File: src/tcat_pkg.sv
package tcat_pkg;

   // ----------------------------------------------------------------
   // Clock and timing
   // ----------------------------------------------------------------
   localparam int unsigned CLK_HZ = 40_000_000;
   localparam int unsigned CLK_PER_MS = CLK_HZ / 1000;
   // Fixed drop-off reset time
   localparam int unsigned RESET_TIME_MS = 500;
   localparam int unsigned RESET_CYCLES = RESET_TIME_MS * CLK_PER_MS;
   // Default operate delay, range 20 to 300000 ms
   localparam int unsigned OPERATE_DELAY_DEF_MS = 3000;
   localparam int unsigned OPERATE_DELAY_MIN_MS = 20;
   localparam int unsigned OPERATE_DELAY_MAX_MS = 300000;

   // ----------------------------------------------------------------
   // Register map (word aligned byte addresses)
   // ----------------------------------------------------------------
   localparam logic [3:0] ADDR_CTRL = 4'h0;
   localparam logic [3:0] ADDR_DELAY = 4'h4;
   localparam logic [3:0] ADDR_STATUS = 4'h8;
   localparam logic [3:0] ADDR_TIMER = 4'hC;
   localparam int unsigned CTRL_ON_BIT = 0;
   localparam logic CTRL_ON_RESET = 1'b1;
   localparam int unsigned ST_ALARM_BIT = 0;
   localparam int unsigned ST_RUN_BIT = 1;
   localparam int unsigned ST_DROP_BIT = 2;
   localparam int unsigned ST_BLOCK_BIT = 3;
   localparam int unsigned ST_FAIL_BIT = 4;
   localparam logic [31:0] UNMAPPED_READ = 32'h0000_0000;

   typedef enum logic [1:0] {
      TCAT_IDLE,
      TCAT_RUN,
      TCAT_DROP,
      TCAT_ALARM
   } tcat_state_t;

   typedef struct packed {
      logic [3:0] address;
      logic read;
      logic write;
      logic [31:0] writedata;
      logic [3:0] byteenable;
   } tcat_av_req_t;

   typedef struct packed {
      logic [31:0] readdata;
      logic waitrequest;
   } tcat_av_rsp_t;

endpackage

File: src/tcat_top.sv
// Functional notes
// - Supervision runs only when operation setting is on; off disables all activity.
// - A failure indication from the status input starts the operate timer.
// - Timer counts to the operate delay, then the alarm output asserts.
// - Failure drop-off mid count starts fixed 0.5 s reset timer, then clears timer.
// - Block input asserted means alarm never asserts.
// - Asserting block immediately drops alarm and resets the operate timer.
// - After operating, alarm clears once the failure indication is gone.
//
// The placing of the registers and the Avalon-MM register port were decided locally.
`timescale 1ns/1ps
`default_nettype none

module tcat_top #(
   parameter int unsigned RESET_CYC = tcat_pkg::RESET_CYCLES,
   parameter int unsigned MS_CYC = tcat_pkg::CLK_PER_MS
) (
   input wire logic clk_i,
   input wire logic arst_n_i,
   input wire logic clk_en_i,
   input wire logic fail_i,
   input wire logic block_i,
   input wire logic [3:0] avs_address_i,
   input wire logic avs_read_i,
   input wire logic avs_write_i,
   input wire logic [31:0] avs_writedata_i,
   input wire logic [3:0] avs_byteenable_i,
   output logic [31:0] avs_readdata_o,
   output logic avs_waitrequest_o,
   output logic alarm_o
);

   // ----------------------------------------------------------------
   // State
   // ----------------------------------------------------------------
   typedef struct packed {
      tcat_pkg::tcat_state_t fsm;
      logic on;
      logic [18:0] delay_ms;
      logic [18:0] op_ms;
      logic [15:0] op_sub;
      logic [31:0] rst_cnt;
      logic alarm;
      logic [31:0] rdata;
      logic waitreq;
   } tcat_st_t;

   tcat_st_t st_reg;
   tcat_st_t st_next;
   tcat_pkg::tcat_av_req_t req;

   assign req = '{address: avs_address_i, read: avs_read_i, write: avs_write_i,
                  writedata: avs_writedata_i, byteenable: avs_byteenable_i};

   // ----------------------------------------------------------------
   // Register map
   // ----------------------------------------------------------------
   // 0x0 control: bit 0 turns supervision on, set after reset
   // 0x4 delay: operate delay in ms, clamped into the legal range
   // 0x8 status: alarm, running, drop-off timing, block, failure
   // 0xC elapsed: whole ms counted so far by the operate timer
   // A write needs byte lane 0; stores without it are dropped so that a
   // partial store can never leave the delay half updated.

   // Status word as software sees it; unlisted bits read as zero
   function automatic logic [31:0] status_word(
      input tcat_pkg::tcat_state_t fsm,
      input logic alarm,
      input logic block,
      input logic fail
   );
      status_word = 32'h0000_0000;
      status_word[tcat_pkg::ST_ALARM_BIT] = alarm;
      status_word[tcat_pkg::ST_RUN_BIT] = (fsm == tcat_pkg::TCAT_RUN);
      status_word[tcat_pkg::ST_DROP_BIT] = (fsm == tcat_pkg::TCAT_DROP);
      status_word[tcat_pkg::ST_BLOCK_BIT] = block;
      status_word[tcat_pkg::ST_FAIL_BIT] = fail;
   endfunction

   // Read multiplexer; unmapped offsets return a fixed pattern
   function automatic logic [31:0] read_word(
      input tcat_st_t s,
      input logic [3:0] address,
      input logic block,
      input logic fail
   );
      case (address)
         tcat_pkg::ADDR_CTRL: read_word = 32'(s.on);
         tcat_pkg::ADDR_DELAY: read_word = 32'(s.delay_ms);
         tcat_pkg::ADDR_STATUS: read_word = status_word(s.fsm, s.alarm, block, fail);
         tcat_pkg::ADDR_TIMER: read_word = 32'(s.op_ms);
         default: read_word = tcat_pkg::UNMAPPED_READ;
      endcase
   endfunction

   // Clamp a written delay into the legal setting range
   function automatic logic [18:0] clamp_delay(input logic [31:0] v);
      if (v < 32'(tcat_pkg::OPERATE_DELAY_MIN_MS))
         clamp_delay = 19'(tcat_pkg::OPERATE_DELAY_MIN_MS);
      else if (v > 32'(tcat_pkg::OPERATE_DELAY_MAX_MS))
         clamp_delay = 19'(tcat_pkg::OPERATE_DELAY_MAX_MS);
      else
         clamp_delay = v[18:0];
   endfunction

   // ----------------------------------------------------------------
   // Next state
   // ----------------------------------------------------------------
   always_comb
   begin
      logic acc;
      logic op_done;
      acc = 1'b0;
      op_done = 1'b0;
      st_next = st_reg;

      // ----------------------------------------------------------------
      // Bus handshake
      // ----------------------------------------------------------------
      // A request is taken while waitrequest stands high and answered one
      // cycle later; waitrequest is its own flop so the port has no gate
      // in front of it, at the cost of one wait state on every access.
      acc = (req.read || req.write) && st_reg.waitreq;
      st_next.waitreq = !acc;

      // ----------------------------------------------------------------
      // Register writes
      // ----------------------------------------------------------------
      if (req.write && acc && req.byteenable[0])
      begin
         case (req.address)
            tcat_pkg::ADDR_CTRL: st_next.on = req.writedata[tcat_pkg::CTRL_ON_BIT];
            tcat_pkg::ADDR_DELAY: st_next.delay_ms = clamp_delay(req.writedata);
            default: ;
         endcase
      end
      // ----------------------------------------------------------------
      // Register reads
      // ----------------------------------------------------------------
      // Read data is captured when the request is taken and then stands
      // until the next read
      if (req.read && acc)
         st_next.rdata = read_word(st_reg, req.address, block_i, fail_i);

      // ----------------------------------------------------------------
      // Supervision timer
      // ----------------------------------------------------------------
      // IDLE waits for a failure, RUN counts whole milliseconds, DROP runs
      // the fixed reset time after a drop-off, ALARM holds the output.
      // Off and block are checked first so that neither can be outrun by
      // a state that happens to finish in the same cycle.
      op_done = (st_reg.op_ms >= st_reg.delay_ms);
      if (!st_reg.on)
      begin
         // Off: state, timers and alarm cleared and held
         st_next.fsm = tcat_pkg::TCAT_IDLE;
         st_next.op_ms = '0;
         st_next.op_sub = '0;
         st_next.rst_cnt = '0;
         st_next.alarm = 1'b0;
      end
      else if (block_i)
      begin
         // Block wins over every state, though off is checked first, and restarts timing from zero
         st_next.fsm = tcat_pkg::TCAT_IDLE;
         st_next.op_ms = '0;
         st_next.op_sub = '0;
         st_next.rst_cnt = '0;
         st_next.alarm = 1'b0;
      end
      else
      begin
         case (st_reg.fsm)
            tcat_pkg::TCAT_IDLE:
            begin
               if (fail_i)
                  st_next.fsm = tcat_pkg::TCAT_RUN;
            end
            tcat_pkg::TCAT_RUN:
            begin
               if (!fail_i)
               begin
                  st_next.fsm = tcat_pkg::TCAT_DROP;
                  st_next.rst_cnt = '0;
               end
               else if (op_done)
               begin
                  st_next.fsm = tcat_pkg::TCAT_ALARM;
                  st_next.alarm = 1'b1;
               end
               else if (st_reg.op_sub == 16'(MS_CYC - 1))
               begin
                  st_next.op_sub = '0;
                  st_next.op_ms = st_reg.op_ms + 19'h00001;
               end
               else
                  st_next.op_sub = st_reg.op_sub + 16'h0001;
            end
            tcat_pkg::TCAT_DROP:
            begin
               // Elapsed time is kept so a brief drop-off does not restart timing
               if (fail_i)
                  st_next.fsm = tcat_pkg::TCAT_RUN;
               else if (st_reg.rst_cnt >= 32'(RESET_CYC - 1))
               begin
                  st_next.fsm = tcat_pkg::TCAT_IDLE;
                  st_next.op_ms = '0;
                  st_next.op_sub = '0;
                  st_next.rst_cnt = '0;
               end
               else
                  st_next.rst_cnt = st_reg.rst_cnt + 32'h0000_0001;
            end
            tcat_pkg::TCAT_ALARM:
            begin
               if (!fail_i)
               begin
                  st_next.fsm = tcat_pkg::TCAT_IDLE;
                  st_next.alarm = 1'b0;
                  st_next.op_ms = '0;
                  st_next.op_sub = '0;
               end
            end
            default: st_next.fsm = tcat_pkg::TCAT_IDLE;
         endcase
      end
   end

   // ----------------------------------------------------------------
   // Registers
   // ----------------------------------------------------------------
   always_ff @(posedge clk_i or negedge arst_n_i)
   begin
      if (!arst_n_i)
      begin
         st_reg.fsm <= tcat_pkg::TCAT_IDLE;
         st_reg.on <= tcat_pkg::CTRL_ON_RESET;
         st_reg.delay_ms <= 19'(tcat_pkg::OPERATE_DELAY_DEF_MS);
         st_reg.op_ms <= '0;
         st_reg.op_sub <= '0;
         st_reg.rst_cnt <= '0;
         st_reg.alarm <= 1'b0;
         st_reg.rdata <= '0;
         st_reg.waitreq <= 1'b1;
      end
      else if (clk_en_i)
         st_reg <= st_next;
   end

   // ----------------------------------------------------------------
   // Outputs
   // ----------------------------------------------------------------
   assign alarm_o = st_reg.alarm;
   assign avs_readdata_o = st_reg.rdata;
   assign avs_waitrequest_o = st_reg.waitreq;

endmodule

`default_nettype wire

File: config.mk
export PLATFORM = sky130hd
export DESIGN_NAME = tcat_top
export DESIGN_NICKNAME = d
export VERILOG_FILES = /design/src/tcat_pkg.sv /design/src/tcat_top.sv
export SDC_FILE = /design/constraint.sdc
export NUM_CORES = 1
export LEC_CHECK = 0
export BUFFER_PORTS_ARGS = -buffer_cell sky130_fd_sc_hd__clkbuf_2
export CAP_MARGIN = 0
export CORE_MARGIN = 2
export CORE_UTILIZATION = 59
export DETAILED_ROUTE_END_ITERATION = 6
export PLACE_DENSITY = 0.81
export REMOVE_ABC_BUFFERS = 1
export SLEW_MARGIN = 20
export SYNTH_ARGS = -nofsm -noshare
export SYNTH_HDL_FRONTEND = slang
export SYNTH_SLANG_ARGS = --single-unit
File: constraint.sdc
create_clock -name clk_i -period 4 [get_ports clk_i]
set_clock_uncertainty 0.1 [all_clocks]
set_input_delay 0 -clock clk_i [delete_from_list [all_inputs] [get_ports clk_i]]
set_output_delay 0 -clock clk_i [all_outputs]
set_load 0.01 [all_outputs]
==> impl_metrics.ini <==
[timing]
rsz0062_at_grt = false
finalHoldViolCount = 0
fin_crit_sh_pct = 86.6
fin_crit_ns = 3.46
slew-limit-headroom_pct = 48.3
totalNegativeSetupSlack_ns = 0
finalSetupViolations = 0
slew_viol_final = 0
tightest_slew_ns = 0.775
max_freq_ghz = 0.289

[synth]
ys_warn_count = 0
synth_area_leaders = dfrtp_1 (39%), o21ai_0 (5.3%), ha_1 (5.0%)
ys.flop_type = dfrtp_1
synthCells = 729
syn_area_sq_um = 6520
yosysTopAreaCellShare_pct = 38.7
synth_top_cell_by_area = dfrtp_1
synth_edf_count = 0
ys_ff_latch = 110
synth.avg_cell_area_sq_um = 8.95
synth_common_cells = dfrtp_1 (101), nand2_1 (69), nor2_1 (69), o21ai_0 (69), nand3_1 (35)
yosysMostFrequentCell = dfrtp_1
ys_seq_area_share_pct = 42.4
synthArstFlopShare_pct = 100
synth_cell_type_count = 69

[worst_setup_path]
cpPeakStageDelay_ns = 0.67
arrival_ns = 3.65
ff2ff_path_depth = 9
critPathLaunchType = flip-flop
cp_max_fo = 23
critical_path_class = reg -> reg
crit_family = compound AO/OA/AOI/OAI gates
crit_buf_inv = 1
path_cells = ha_1 -> and3_4 -> nand3_1 -> or4_1 -> o21bai_1 -> o21a_1 -> buf_4 -> nor4_1 -> a21o_1
crit_slowest_cell = o21a_1
cp_data_required_time_ns = 4.19
crit_cells = 9
cp-end-kind = flip-flop

[drt]
drc = 0
vias = 5887
drt_iter0_markers = 711
avgViaCountPerCell = 6.25
routedWlPerCell_um = 17.3
first_pass_iters = 5
wl_mm = 16.3
ant_nets = 0

[die]
start_util_pct = 60.4
coreArea_sq_um = 10800
std_cell_rows = 38
num_io_pins = 81
dieHeight_um = 109
die_area_sq_um = 11900
die_w_um = 109

[finish]
regArea_sq_um = 2760
final_cell_area_sq_um = 7290
stdcell_count = 942
fillers = 822
layout-drive-gt1-share_pct = 14.7
n_antenna_cell = 0
finalNetCount = 870
largest_reg_flops = 89
area_delta_synth_final_pct = 11.8
multi_input_area_sq_um = 3340

[clock_tree]
cts_tree = done
htreeDepth = 3
clock_path_buffers = 2
clk_latency_ns = 0.39
cts.sinks = 110
numCtsBuffers = 9
cts-resized-gates = 0
path_clk_slew_ns = 0.11
root_buffer = clkbuf_8

[global_routing]
antenna_found_initial = 0
grt_usage_pct = 28.2
grt_max_degree = 79
gr-total-overflow = 0
grt_pass1_vias = 5587
grt_first_pass_wirelength_mm = 26.6

[power]
leakage_nw = 3.42
p_per_area_nw_per_um2 = 282
vdd_drop_max_v = 0.000413

[job]
maxCapViolCount = 0

[outcome]
outcome = complete, no violations

[min_path]
whs_path_depth = 4
hold_class = in -> reg

[placed_design]
dp.cells = 894
placed_area_sq_um = 6780
dp_hpwl_mm = 11.0
gp_congestion = 0.916
port_buffers = 64
[worst paths after layout]
| kind | from | to | slack, ns |
|---|---|---|---|
| max in group asynchronous | arst_n_i | st_reg[49] | 2.22 |
| worst max-delay path | st_reg[97] | st_reg[100] | 0.54 |
| worst min register to register | avs_readdata_o[1] | avs_readdata_o[1] | 0.39 |
| min in group asynchronous | arst_n_i | st_reg[54] | 0.50 |
| worst min-delay path | avs_address_i[0] | st_reg[120] | 0.05 |
| worst max register to register | st_reg[97] | st_reg[100] | 0.54 |
[kinds of logic after synthesis]
kind of cell | after synthesis | share of synthesized area [%]
adders and majority gates | 26 | 4.99
AOI/OAI and AO/OA | 206 | 20.9
DFF | 110 | 42.4
xor gates and xnor gates | 14 | 1.88
other | 1 | 0.0575
and+or+nand+nor | 276 | 21.3
muxes | 7 | 1.28
buffers and inverters | 89 | 7.27
[cells in the final DEF, fill, tap and decap left out, drive strengths merged, types with 12 or more instances in the layout]
master,netlist,final
nor3,13,13
dfrtp,101,101
o21ai,74,74
o31ai,29,29
nor4,13,13
a22oi,16,16
nand3,37,37
nand2,71,71
dlygate4sd3,0,31
a21o,12,12
nor2,70,70
conb,1,13
and3,20,20
a21oi,28,28
inv,29,33
ha,26,26
clkbuf,22,73
[metrics by stage]
step           total power [mW]  hold WS [ns]  util [%]  worst slack [ns]
2_1_floorplan              1.28        -0.396         -             0.915
3_3_place_gp               1.38         0.102      62.8             0.677
3_5_place_dp               1.39         0.111      62.8             0.627
4_1_cts                    2.05        0.0146      67.2             0.608
5_1_grt                    2.14        0.0540      67.6             0.381
6_report                   2.06        0.0498      67.6             0.536
[power breakdown]
part / internal, mW / total [mW] / switching (mW)
clock: 0.239 / 0.654 / 0.416
combinational: 0.0926 / 0.251 / 0.158
sequential: 1.14 / 1.15 / 0.0151
[worst register-to-register path, delay by kind of cell (launching register included)]
kind	cells	cell delay, ns
flops	1	0.47
compound gates	3	1.11
fa+ha+maj	1	0.35
simple gates	4	1.01
buf+inv	1	0.31
[area by class of cell]
class,count,share of cell area [%]
Inverter,29,1.49
Timing Repair Buffer,105,9.99
Multi-Input combinational cell,542,45.8
Clock buffer,10,1.75
Sequential cell,110,37.9
Clock inverter,6,0.704
Tap cell,140,2.40
[per-layer routing]
| layer | vias up | GRT usage (%) | wire, um |
|---|---|---|---|
| met5 | - | 0 | 0 |
| met4 | 0 | 9.16 | 222 |
| met3 | 24 | 6.63 | 1050 |
| met2 | 229 | 44.9 | 7970 |
| met1 | 2890 | 38.1 | 7020 |
| li1 | 2744 | - | - |
[timing repair]
| item | CTS | global route |
|---|---|---|
| hold endpoints to repair | 94 | 16 |
| buffers inserted | 0 | 0 |
| hold buffers | 30 | 1 |
Note: power is estimated with default switching activity, not from simulation.
